--- src/include/fsp_pkg.sv ---
// Purpose: Constants and types for the fast-settling sinc3 postfilter.
// Assumes: One 100 MHz clock; modulator samples arrive as strobes.
// Notes: Register word offsets are byte addresses on the AHB-Lite bus.
package fsp_pkg;
    localparam int unsigned RATE_W = 10;
    localparam int unsigned DEC_UNIT = 1024;
    localparam int unsigned SIXTY_HZ_NOTCH_ENABLE_NUM = 5;
    localparam int unsigned SIXTY_HZ_NOTCH_ENABLE_DEN = 6;
    localparam int unsigned SINC_ORDER = 3;
    localparam int unsigned WORD_W = 64;
    localparam int unsigned FIFO_DEPTH = 8;
    localparam int unsigned LEVEL_W = 4;
    localparam int unsigned PER_CNT_W = 5;
    localparam int unsigned SIXTY_HZ_NOTCH_ENABLE_MIN_RATE = 2;

    localparam logic [31:0] ADDR_CTRL = 32'h0000_0000;
    localparam logic [31:0] ADDR_STATUS = 32'h0000_0004;
    localparam logic [31:0] ADDR_COUNT = 32'h0000_0008;

    localparam int unsigned EN_BIT = 0;
    localparam int unsigned AVG_LOW_BIT = 1;
    localparam int unsigned AVG_HIGH_BIT = 2;
    localparam int unsigned CHOP_BIT = 3;
    localparam int unsigned SIXTY_HZ_NOTCH_ENABLE_BIT = 4;
    localparam int unsigned RATE_LSB = 8;
    localparam int unsigned ST_RUN_BIT = 0;
    localparam int unsigned ST_POL_BIT = 1;
    localparam int unsigned ST_PREV_BIT = 2;
    localparam int unsigned ST_PUSH_BIT = 3;
    localparam int unsigned ST_PER_LSB = 8;
    localparam int unsigned ST_LEVEL_LSB = 16;
    localparam logic [RATE_W-1:0] RATE_RESET = 10'h060;

    typedef logic [19:0] fsp_per_t;
    typedef logic signed [63:0] fsp_word_t;
    typedef logic signed [67:0] fsp_sum_t;

    typedef struct packed {
        logic [RATE_W-1:0] rate_word;
        logic sixty_hz_notch_enable;
        logic chop_enable;
        logic average_select_high;
        logic average_select_low;
        logic enable;
    } fsp_ctrl_t;

    localparam fsp_ctrl_t CTRL_RESET = '{rate_word: RATE_RESET, default: 1'b0};

    typedef enum logic {
        ST_IDLE = 1'b0,
        ST_RUN = 1'b1
    } fsp_state_t;
endpackage : fsp_pkg

--- src/rtl/fsp_filter.sv ---
// Purpose: Sinc3 decimator with fast-settling averaging postfilter.
// Assumes: Modulator bits come with a strobe per master clock sample.
// Notes: Results leave through an 8-word FIFO with valid/ready.
`timescale 1ns/100ps

module fsp_fifo #(
    parameter int unsigned WIDTH = fsp_pkg::WORD_W,
    parameter int unsigned DEPTH = fsp_pkg::FIFO_DEPTH
) (
    input logic hclk,
    input logic hresetn,
    input logic in_valid,
    output logic in_ready,
    input logic [WIDTH-1:0] in_data,
    output logic out_valid,
    input logic out_ready,
    output logic [WIDTH-1:0] out_data,
    output logic [$clog2(DEPTH):0] level
);
    typedef struct packed {
        logic [DEPTH-1:0][WIDTH-1:0] mem;
        logic [$clog2(DEPTH)-1:0] wp;
        logic [$clog2(DEPTH)-1:0] rp;
        logic [$clog2(DEPTH):0] cnt;
        logic not_full;
        logic not_empty;
    } fsp_fifo_state_t;

    fsp_fifo_state_t r;
    fsp_fifo_state_t n;
    logic do_push;
    logic do_pop;

    always_comb begin
        n = r;
        do_push = in_valid && r.not_full;
        do_pop = out_ready && r.not_empty;
        if (do_push) begin
            n.mem[r.wp] = in_data;
            n.wp = r.wp + 1'b1;
        end
        if (do_pop) begin
            n.rp = r.rp + 1'b1;
        end
        if (do_push && !do_pop) begin
            n.cnt = r.cnt + 1'b1;
        end else if (do_pop && !do_push) begin
            n.cnt = r.cnt - 1'b1;
        end
        n.not_full = n.cnt != ($clog2(DEPTH) + 1)'(DEPTH);
        n.not_empty = n.cnt != '0;
    end

    always_ff @(posedge hclk or negedge hresetn) begin
        if (!hresetn) begin
            r <= '{not_full: 1'b1, default: '0};
        end else begin
            r <= n;
        end
    end

    assign in_ready = r.not_full;
    assign out_valid = r.not_empty;
    assign out_data = r.mem[r.rp];
    assign level = r.cnt;
endmodule : fsp_fifo

module fsp_filter (
    input logic hclk,
    input logic hresetn,
    input logic hsel,
    input logic [31:0] haddr,
    input logic [1:0] htrans,
    input logic hwrite,
    input logic [2:0] hsize,
    input logic [31:0] hwdata,
    input logic hready,
    output logic [31:0] hrdata,
    output logic hreadyout,
    output logic hresp,
    input logic mod_bit,
    input logic mod_strobe,
    input logic channel_change,
    output logic mod_ready,
    output logic chop_polarity,
    output logic res_valid,
    input logic res_ready,
    output logic [63:0] res_data
);
    typedef struct packed {
        fsp_pkg::fsp_ctrl_t ctrl;
        logic ahb_wr;
        logic [31:0] ahb_addr;
        logic [31:0] hrdata;
        logic hreadyout;
        fsp_pkg::fsp_state_t st;
        fsp_pkg::fsp_per_t ph;
        logic [fsp_pkg::PER_CNT_W-1:0] per;
        fsp_pkg::fsp_word_t i1;
        fsp_pkg::fsp_word_t i2;
        fsp_pkg::fsp_word_t i3;
        logic [fsp_pkg::SINC_ORDER-1:0][63:0] a_hist;
        logic [fsp_pkg::SINC_ORDER-1:0][63:0] b_hist;
        fsp_pkg::fsp_sum_t acc;
        fsp_pkg::fsp_word_t prev;
        logic have_prev;
        logic pol;
        logic push;
        logic [63:0] res;
        logic mod_ready;
        logic [31:0] conv_count;
    } fsp_regs_t;

    fsp_regs_t r;
    fsp_regs_t n;
    fsp_pkg::fsp_ctrl_t ctrl_now;
    logic [fsp_pkg::RATE_W-1:0] rate;
    fsp_pkg::fsp_per_t per_len;
    fsp_pkg::fsp_per_t m_len;
    logic fast;
    logic rej_on;
    logic [2:0] avg_log;
    logic [fsp_pkg::PER_CNT_W-1:0] last_per;
    logic [fsp_pkg::PER_CNT_W-1:0] per_nx;
    fsp_pkg::fsp_per_t ph_nx;
    fsp_pkg::fsp_word_t sv;
    fsp_pkg::fsp_word_t y;
    fsp_pkg::fsp_word_t avg_w;
    fsp_pkg::fsp_word_t ys;
    fsp_pkg::fsp_sum_t acc_nx;
    logic signed [64:0] csum;
    logic cfg_write;
    logic do_clear;
    logic fifo_ready;
    logic [fsp_pkg::LEVEL_W-1:0] fifo_level;

    // Rate word taken as unsigned binary; zero treated as one
    assign rate = (r.ctrl.rate_word == '0) ? 10'h001 : r.ctrl.rate_word;
    assign per_len = fsp_pkg::fsp_per_t'(32'(rate) * fsp_pkg::DEC_UNIT);
    // Third comb of the 60 Hz variant spans rate*5/6 (integer-divided) times 1024 samples
    assign m_len = fsp_pkg::fsp_per_t'(32'(rate) * fsp_pkg::SIXTY_HZ_NOTCH_ENABLE_NUM / fsp_pkg::SIXTY_HZ_NOTCH_ENABLE_DEN
        * fsp_pkg::DEC_UNIT);
    assign rej_on = r.ctrl.sixty_hz_notch_enable
        && (32'(rate) >= fsp_pkg::SIXTY_HZ_NOTCH_ENABLE_MIN_RATE);
    assign fast = r.ctrl.average_select_high || r.ctrl.average_select_low;

    always_comb begin
        unique case ({r.ctrl.average_select_high, r.ctrl.average_select_low})
            2'b01: avg_log = 3'h1;
            2'b10: avg_log = 3'h3;
            2'b11: avg_log = 3'h4;
            2'b00: avg_log = 3'h0;
        endcase
    end

    // Sinc3 settles after three periods, then Avg-1 more are averaged
    assign last_per = fsp_pkg::PER_CNT_W'(fsp_pkg::SINC_ORDER - 1)
        + (fsp_pkg::PER_CNT_W'(1) << avg_log);

    always_comb begin
        n = r;
        ctrl_now = r.ctrl;
        cfg_write = 1'b0;
        do_clear = 1'b0;
        per_nx = r.per;
        ph_nx = r.ph;
        sv = mod_bit ? 64'sh1 : -64'sh1;
        y = '0;
        avg_w = '0;
        ys = '0;
        acc_nx = r.acc;
        csum = '0;

        // AHB-Lite slave, zero wait states
        n.hreadyout = 1'b1;
        n.ahb_wr = 1'b0;
        if (r.ahb_wr && r.ahb_addr == fsp_pkg::ADDR_CTRL) begin
            cfg_write = 1'b1;
            ctrl_now.enable = hwdata[fsp_pkg::EN_BIT];
            ctrl_now.average_select_low = hwdata[fsp_pkg::AVG_LOW_BIT];
            ctrl_now.average_select_high = hwdata[fsp_pkg::AVG_HIGH_BIT];
            ctrl_now.chop_enable = hwdata[fsp_pkg::CHOP_BIT];
            ctrl_now.sixty_hz_notch_enable = hwdata[fsp_pkg::SIXTY_HZ_NOTCH_ENABLE_BIT];
            ctrl_now.rate_word = hwdata[fsp_pkg::RATE_LSB +: fsp_pkg::RATE_W];
        end
        n.ctrl = ctrl_now;
        if (hsel && htrans[1] && hready) begin
            n.ahb_wr = hwrite;
            n.ahb_addr = haddr;
            n.hrdata = '0;
            if (!hwrite) begin
                if (haddr == fsp_pkg::ADDR_CTRL) begin
                    n.hrdata[fsp_pkg::EN_BIT] = ctrl_now.enable;
                    n.hrdata[fsp_pkg::AVG_LOW_BIT] = ctrl_now.average_select_low;
                    n.hrdata[fsp_pkg::AVG_HIGH_BIT] = ctrl_now.average_select_high;
                    n.hrdata[fsp_pkg::CHOP_BIT] = ctrl_now.chop_enable;
                    n.hrdata[fsp_pkg::SIXTY_HZ_NOTCH_ENABLE_BIT] = ctrl_now.sixty_hz_notch_enable;
                    n.hrdata[fsp_pkg::RATE_LSB +: fsp_pkg::RATE_W] = ctrl_now.rate_word;
                end else if (haddr == fsp_pkg::ADDR_STATUS) begin
                    n.hrdata[fsp_pkg::ST_RUN_BIT] = r.st == fsp_pkg::ST_RUN;
                    n.hrdata[fsp_pkg::ST_POL_BIT] = r.pol;
                    n.hrdata[fsp_pkg::ST_PREV_BIT] = r.have_prev;
                    n.hrdata[fsp_pkg::ST_PUSH_BIT] = r.push;
                    n.hrdata[fsp_pkg::ST_PER_LSB +: fsp_pkg::PER_CNT_W] = r.per;
                    n.hrdata[fsp_pkg::ST_LEVEL_LSB +: fsp_pkg::LEVEL_W] = fifo_level;
                end else if (haddr == fsp_pkg::ADDR_COUNT) begin
                    n.hrdata = r.conv_count;
                end
            end
        end

        // Pending result drains into the FIFO
        if (r.push && fifo_ready) begin
            n.push = 1'b0;
            n.conv_count = r.conv_count + 32'h1;
        end

        unique case (r.st)
            fsp_pkg::ST_IDLE: begin
                if (ctrl_now.enable) begin
                    n.st = fsp_pkg::ST_RUN;
                end
            end
            fsp_pkg::ST_RUN: begin
                if (mod_strobe && r.mod_ready) begin
                    n.i1 = r.i1 + sv;
                    n.i2 = r.i2 + n.i1;
                    n.i3 = r.i3 + n.i2;
                    ph_nx = r.ph + 1'b1;
                    n.ph = ph_nx;
                    if (rej_on && ph_nx == per_len - m_len) begin
                        n.b_hist = {r.b_hist[1:0], n.i3};
                    end
                    if (ph_nx == per_len) begin
                        n.ph = '0;
                        n.a_hist = {r.a_hist[1:0], n.i3};
                        per_nx = (fast || r.per < fsp_pkg::PER_CNT_W'(fsp_pkg::SINC_ORDER))
                            ? r.per + 1'b1 : r.per;
                        n.per = per_nx;
                        if (rej_on) begin
                            // Two 1024*rate combs and one m_len comb
                            y = n.i3 - (r.a_hist[0] <<< 1) + r.a_hist[1]
                                - (r.b_hist[0] - (r.b_hist[1] <<< 1) + r.b_hist[2]);
                        end else begin
                            y = n.i3 - r.a_hist[0] - (r.a_hist[0] <<< 1)
                                + r.a_hist[1] + (r.a_hist[1] <<< 1) - r.a_hist[2];
                        end
                        if (per_nx >= fsp_pkg::PER_CNT_W'(fsp_pkg::SINC_ORDER)) begin
                            if (!fast) begin
                                n.res = y;
                                n.push = 1'b1;
                            end else begin
                                acc_nx = r.acc + fsp_pkg::fsp_sum_t'(y);
                                n.acc = acc_nx;
                                if (per_nx == last_per) begin
                                    avg_w = fsp_pkg::fsp_word_t'(acc_nx >>> avg_log);
                                    do_clear = 1'b1;
                                    if (r.ctrl.chop_enable) begin
                                        ys = r.pol ? -avg_w : avg_w;
                                        csum = {ys[63], ys} + {r.prev[63], r.prev};
                                        n.prev = ys;
                                        n.have_prev = 1'b1;
                                        n.pol = !r.pol;
                                        if (r.have_prev) begin
                                            n.res = csum[64:1];
                                            n.push = 1'b1;
                                        end
                                    end else begin
                                        n.res = avg_w;
                                        n.push = 1'b1;
                                    end
                                end
                            end
                        end
                    end
                end
                if (!ctrl_now.enable) begin
                    n.st = fsp_pkg::ST_IDLE;
                end
            end
        endcase

        // Channel change or new setup restarts the conversion at once
        if (do_clear || cfg_write || channel_change || n.st == fsp_pkg::ST_IDLE) begin
            n.ph = '0;
            n.per = '0;
            n.i1 = '0;
            n.i2 = '0;
            n.i3 = '0;
            n.a_hist = '0;
            n.b_hist = '0;
            n.acc = '0;
        end
        if (cfg_write || channel_change || n.st == fsp_pkg::ST_IDLE
            || !ctrl_now.chop_enable) begin
            n.have_prev = 1'b0;
            n.pol = 1'b0;
            n.prev = '0;
        end
        // Source stalls while a result is pending, until the FIFO takes it
        n.mod_ready = (n.st == fsp_pkg::ST_RUN) && !n.push;
    end

    always_ff @(posedge hclk or negedge hresetn) begin
        if (!hresetn) begin
            r <= '{ctrl: fsp_pkg::CTRL_RESET, st: fsp_pkg::ST_IDLE, hreadyout: 1'b1,
                default: '0};
        end else begin
            r <= n;
        end
    end

    fsp_fifo #(
        .WIDTH(fsp_pkg::WORD_W),
        .DEPTH(fsp_pkg::FIFO_DEPTH)
    ) u_fifo (
        .hclk(hclk),
        .hresetn(hresetn),
        .in_valid(r.push),
        .in_ready(fifo_ready),
        .in_data(r.res),
        .out_valid(res_valid),
        .out_ready(res_ready),
        .out_data(res_data),
        .level(fifo_level)
    );

    assign hrdata = r.hrdata;
    assign hreadyout = r.hreadyout;
    assign hresp = 1'b0;
    assign mod_ready = r.mod_ready;
    assign chop_polarity = r.pol;
endmodule : fsp_filter

--- config.mk ---
export PLATFORM = sky130hd
export DESIGN_NAME = fsp_filter
export DESIGN_NICKNAME = d
export VERILOG_FILES = /design/src/include/fsp_pkg.sv /design/src/rtl/fsp_filter.sv
export SDC_FILE = /design/constraint.sdc
export NUM_CORES = 2
export LEC_CHECK = 0
export BUFFER_PORTS_ARGS = -buffer_cell sky130_fd_sc_hd__buf_4
export CAP_MARGIN = 20
export CORE_MARGIN = 8
export CORE_UTILIZATION = 25
export DETAILED_ROUTE_END_ITERATION = 6
export GPL_TIMING_DRIVEN = 0
export SKIP_LAST_GASP = 1
export SYNTH_ARGS = -nofsm -noshare
export SYNTH_HDL_FRONTEND = slang
export SYNTH_SLANG_ARGS = --single-unit
--- constraint.sdc ---
create_clock -name hclk -period 15.3 [get_ports hclk]
set_input_delay 0 -clock hclk [delete_from_list [all_inputs] [get_ports hclk]]
set_output_delay 0 -clock hclk [all_outputs]
set_load 0.03 [all_outputs]
==> key figures <==
Synthesis
  • Syn_nets: 11191
  • Dominant cell type by area after synthesis: dfrtp_1
  • Area contributors post-synth: dfrtp_1 (35%), fa_1 (9.9%), mux2_2 (6.9%)
  • Post-synth cell types: 135
  • Post-synth EDFFs: 0
  • Dominant synthesized flop cell: dfrtp_1
  • Synthesized cell area: 102300 sq um
  • Flops & latches, synth: 1437
  • Register area share after synthesis: 35.14%
  • Mapped Avg Cell Area: 10.11 sq um
  • Post-Synthesis Cells: 10121
  • Top-area cell type share of the netlist area: 35.06%
  • Async S/R FF share, synth: 100.0%
  • Synth warn: 0

CTS
  • CTS tree: built
  • Clock Tree Root: clkbuf_16
  • Clk sinks: 1437
  • Clock tree buffer depth: 4
  • H-tree levels: 4
  • Worst skew pair latency: 880 ps
  • Total CTS buffers: 168
  • CTS clk-pin slew, worst paths: 60 ps

Critical path
  • Slowest stage delay, CP: 570 ps
  • Crit path top cell by count: a21o_1
  • Worst endpoint required time: 16000 ps
  • Crit Path Class: reg -> reg
  • Worst-path fanout max: 10
  • FF-to-FF End: r[95]
  • Critical path's slowest cell: mux4_2
  • Reg2Reg Setup Slack: -1620 ps
  • Worst Path Arrival: 17610 ps
  • Startpoint Class: register
  • Critical path capture point type: register
  • Worst Setup EP: r[95]
  • Worst Setup SP: r[745]
  • Worst R2R Start: r[745]
  • R2R cell count: 79

Floorplan
  • Die Width: 655.8 um
  • Row cnt: 235
  • Die height: 655.8 um
  • CORE AREA: 408700 sq um
  • Starting Density: 25.04%
  • # IOs: 179
  • Die area: 430100 sq um

Power and ir drop
  • Clock power frac: 38.7%
  • Combinational power share: 25.5%
  • Int Power: 7.379 mW
  • Sequential share of power: 35.7%
  • Peak VDD IR: 0.00008593 V
  • Switching Share: 31.65%
  • P_leak: 58.07 nW
  • Sw Pwr: 3.417 mW
  • Pwr/cell area: 85.35 nW/um^2

Finish
  • Area grow syn2layout: 23.59%
  • Post-route cell area: 126500 sq um
  • Non-filler cells, final: 16555
  • Layout filler cell count: 41808
  • Nets@finish: 12038
  • Share of cells above drive strength 1: 23.37%

Placement
  • Gp weighted congestion: 0.9443
  • Placed Area: 111800 sq um
  • Port buffer count: 155
  • Detailed-placement wirelength estimate: 256.5 mm
  • DP Cell Count: 15778

Timing
  • Fin Clk Skew: 78.05 ps
  • RSZ-0062 raised after global routing: yes
  • Tmin final: 16920 ps
  • Final hold violations: 0
  • Fin. max-slew vios: 0
  • Slew @ Worst Pin: 1332 ps
  • Max frequency: 59.10 MHz
  • Fin worst setup slack: -1620 ps
  • Final hold slack: 46.91 ps
  • Max-Slew Margin vs Limit: 10.88%
  • Ratio of final minimum period to clock period: 110.6%
  • Finish-stage setup viols: 25

Drt
  • Initial DRC Count: 7235
  • Avg WL per Cell: 20.62 um
  • Via count: 82698
  • DR DRC count: 0
  • Routed Wire Length: 341.4 mm
  • DRT Pass-1 Iters: 6
  • Final ANT Viol Nets: 0
  • Via-per-instance ratio: 4.995

Job
  • Max Cap Violations: 0

Worst hold path
  • Worst Hold Class: in -> reg
  • Cells on Worst Hold Path: 5

Global routing
  • Total track usage: 15.14%
  • First-pass GRT wire length: 513.9 mm
  • Initial antenna violation count: 13
  • Largest net degree at the start of global routing: 171
  • Remaining Overflow, GRT: 0
  • Vias in the first global route: 82198

Run status
  • Failing checks: negative setup slack
  • Status: finished with violations
==> state kept, by name, indices dropped and copies added (netlist names) <==
signal / cells
r: 879
u_fifo.r: 518
hrdata: 32
u_fifo.level: 4
chop_polarity: 1
mod_ready: 1
u_fifo.in_ready: 1
u_fifo.out_valid: 1
==> power groups by stage <==
stage               combinational [mW]  clock (mW)  sequential, mW
floorplan                         1.44           0            3.92
finish                            2.76        4.18            3.86
CTS                               2.51        4.26            3.86
detailed placement                2.23           0            3.93
global placement                  2.17           0            3.93
global route                      2.92        4.41            3.86
==> Yosys cell counts, types with 105 or more instances <==
cell / count
fa_1: 505
a21o_1: 252
mux2_2: 631
o21ai_0: 642
a22o_1: 429
xnor2_1: 384
nor2_1: 440
nor3_1: 117
inv_1: 1030
nand2_1: 830
xor2_1: 168
a21oi_1: 501
clkbuf_1: 344
nand3_1: 209
ha_1: 487
mux4_2: 149
o21a_1: 105
dfrtp_1: 1434
==> repair_timing <==
item	4_1_cts	5_1_grt
endpoints found under the hold margin	378	0
resized for setup	558	473
setup endpoints to repair	78	63
pin swaps	247	250
hold buffers	114	0
gates cloned	1	0
buffers inserted	226	135
==> routing by layer <==
layer / track usage (%) / wire [um] / up-vias
li1: - / - / 37503
met1: 20.54 / 149900 / 41877
met2: 24.33 / 155900 / 2711
met3: 2.757 / 23320 / 597
met4: 4.981 / 12210 / 10
met5: 0 / 63 / -
==> through the flow <==
stage	total power, mW	utilization (%)	worst slack [ps]	TNS (ps)
floorplan	5.356	-	-835.6	-3111
global placement	6.094	27.16	-5964	-6685400
detailed placement	6.158	27.34	-4936	-200210
CTS	10.63	30.10	-1585	-21890
global route	11.18	30.94	-2192	-45080
finish	10.80	30.95	-1620	-24080
==> kinds of logic after synthesis <==
logic type | count (synthesis) | share of synthesized area (%)
fa+ha+maj | 993 | 15.84
buf+inv | 1503 | 5.837
simple gates | 2136 | 9.855
mux | 829 | 10.70
other cells | 2 | 0.007338
flops | 1437 | 35.14
compound gates | 2666 | 17.84
xor+xnor | 555 | 4.779
==> worst min path at each step <==
stage,from,endpoint,slack (ps)
6_report,mod_bit,r[807],50
5_1_grt,mod_bit,r[807],70
4_1_cts,mod_bit,r[807],20
3_5_place_dp,hresetn,r[793],80
3_3_place_gp,hwrite,r[899],250
2_1_floorplan,hresetn,chop_polarity,-300
==> cell type report <==
| class | instances | area (sq um) | area share (%) |
|---|---|---|---|
| Antenna cell | 15 | 37.54 | 0.02968 |
| Buffer | 458 | 2083 | 1.647 |
| Clock buffer | 233 | 4823 | 3.814 |
| Clock inverter | 58 | 763.2 | 0.6034 |
| Inverter | 1035 | 3892 | 3.078 |
| Multi-Input combinational cell | 7181 | 66150 | 52.30 |
| Sequential cell | 1437 | 35960 | 28.43 |
| Tap cell | 5451 | 6820 | 5.392 |
| Timing Repair Buffer | 686 | 5939 | 4.696 |
| Timing Repair inverter | 1 | 5.005 | 0.003957 |
==> worst max-delay path: cells and delay by family (launching register included) <==
kind	cells	cell delay, ps
buffers and inverters	5	570
and+or+nand+nor	15	2410
adders and majority gates	9	3420
muxes	1	570
AOI/OAI and AO/OA	43	8420
DFF	1	370
xor gates and xnor gates	6	1010
==> layout by cell type (no fill, tap or decap), drive strengths merged, types with 122 or more instances in the layout <==
master	instances
nand3	212
o21ai	656
ha	487
inv	1037
clkbuf	580
xor2	168
a21o	253
dfrtp	1434
mux4	149
mux2	631
nor2	442
a22o	429
nand2	830
xnor2	386
fa	505
buf	684
a21oi	504
nor3	122
(Power assumes the default switching activity.)
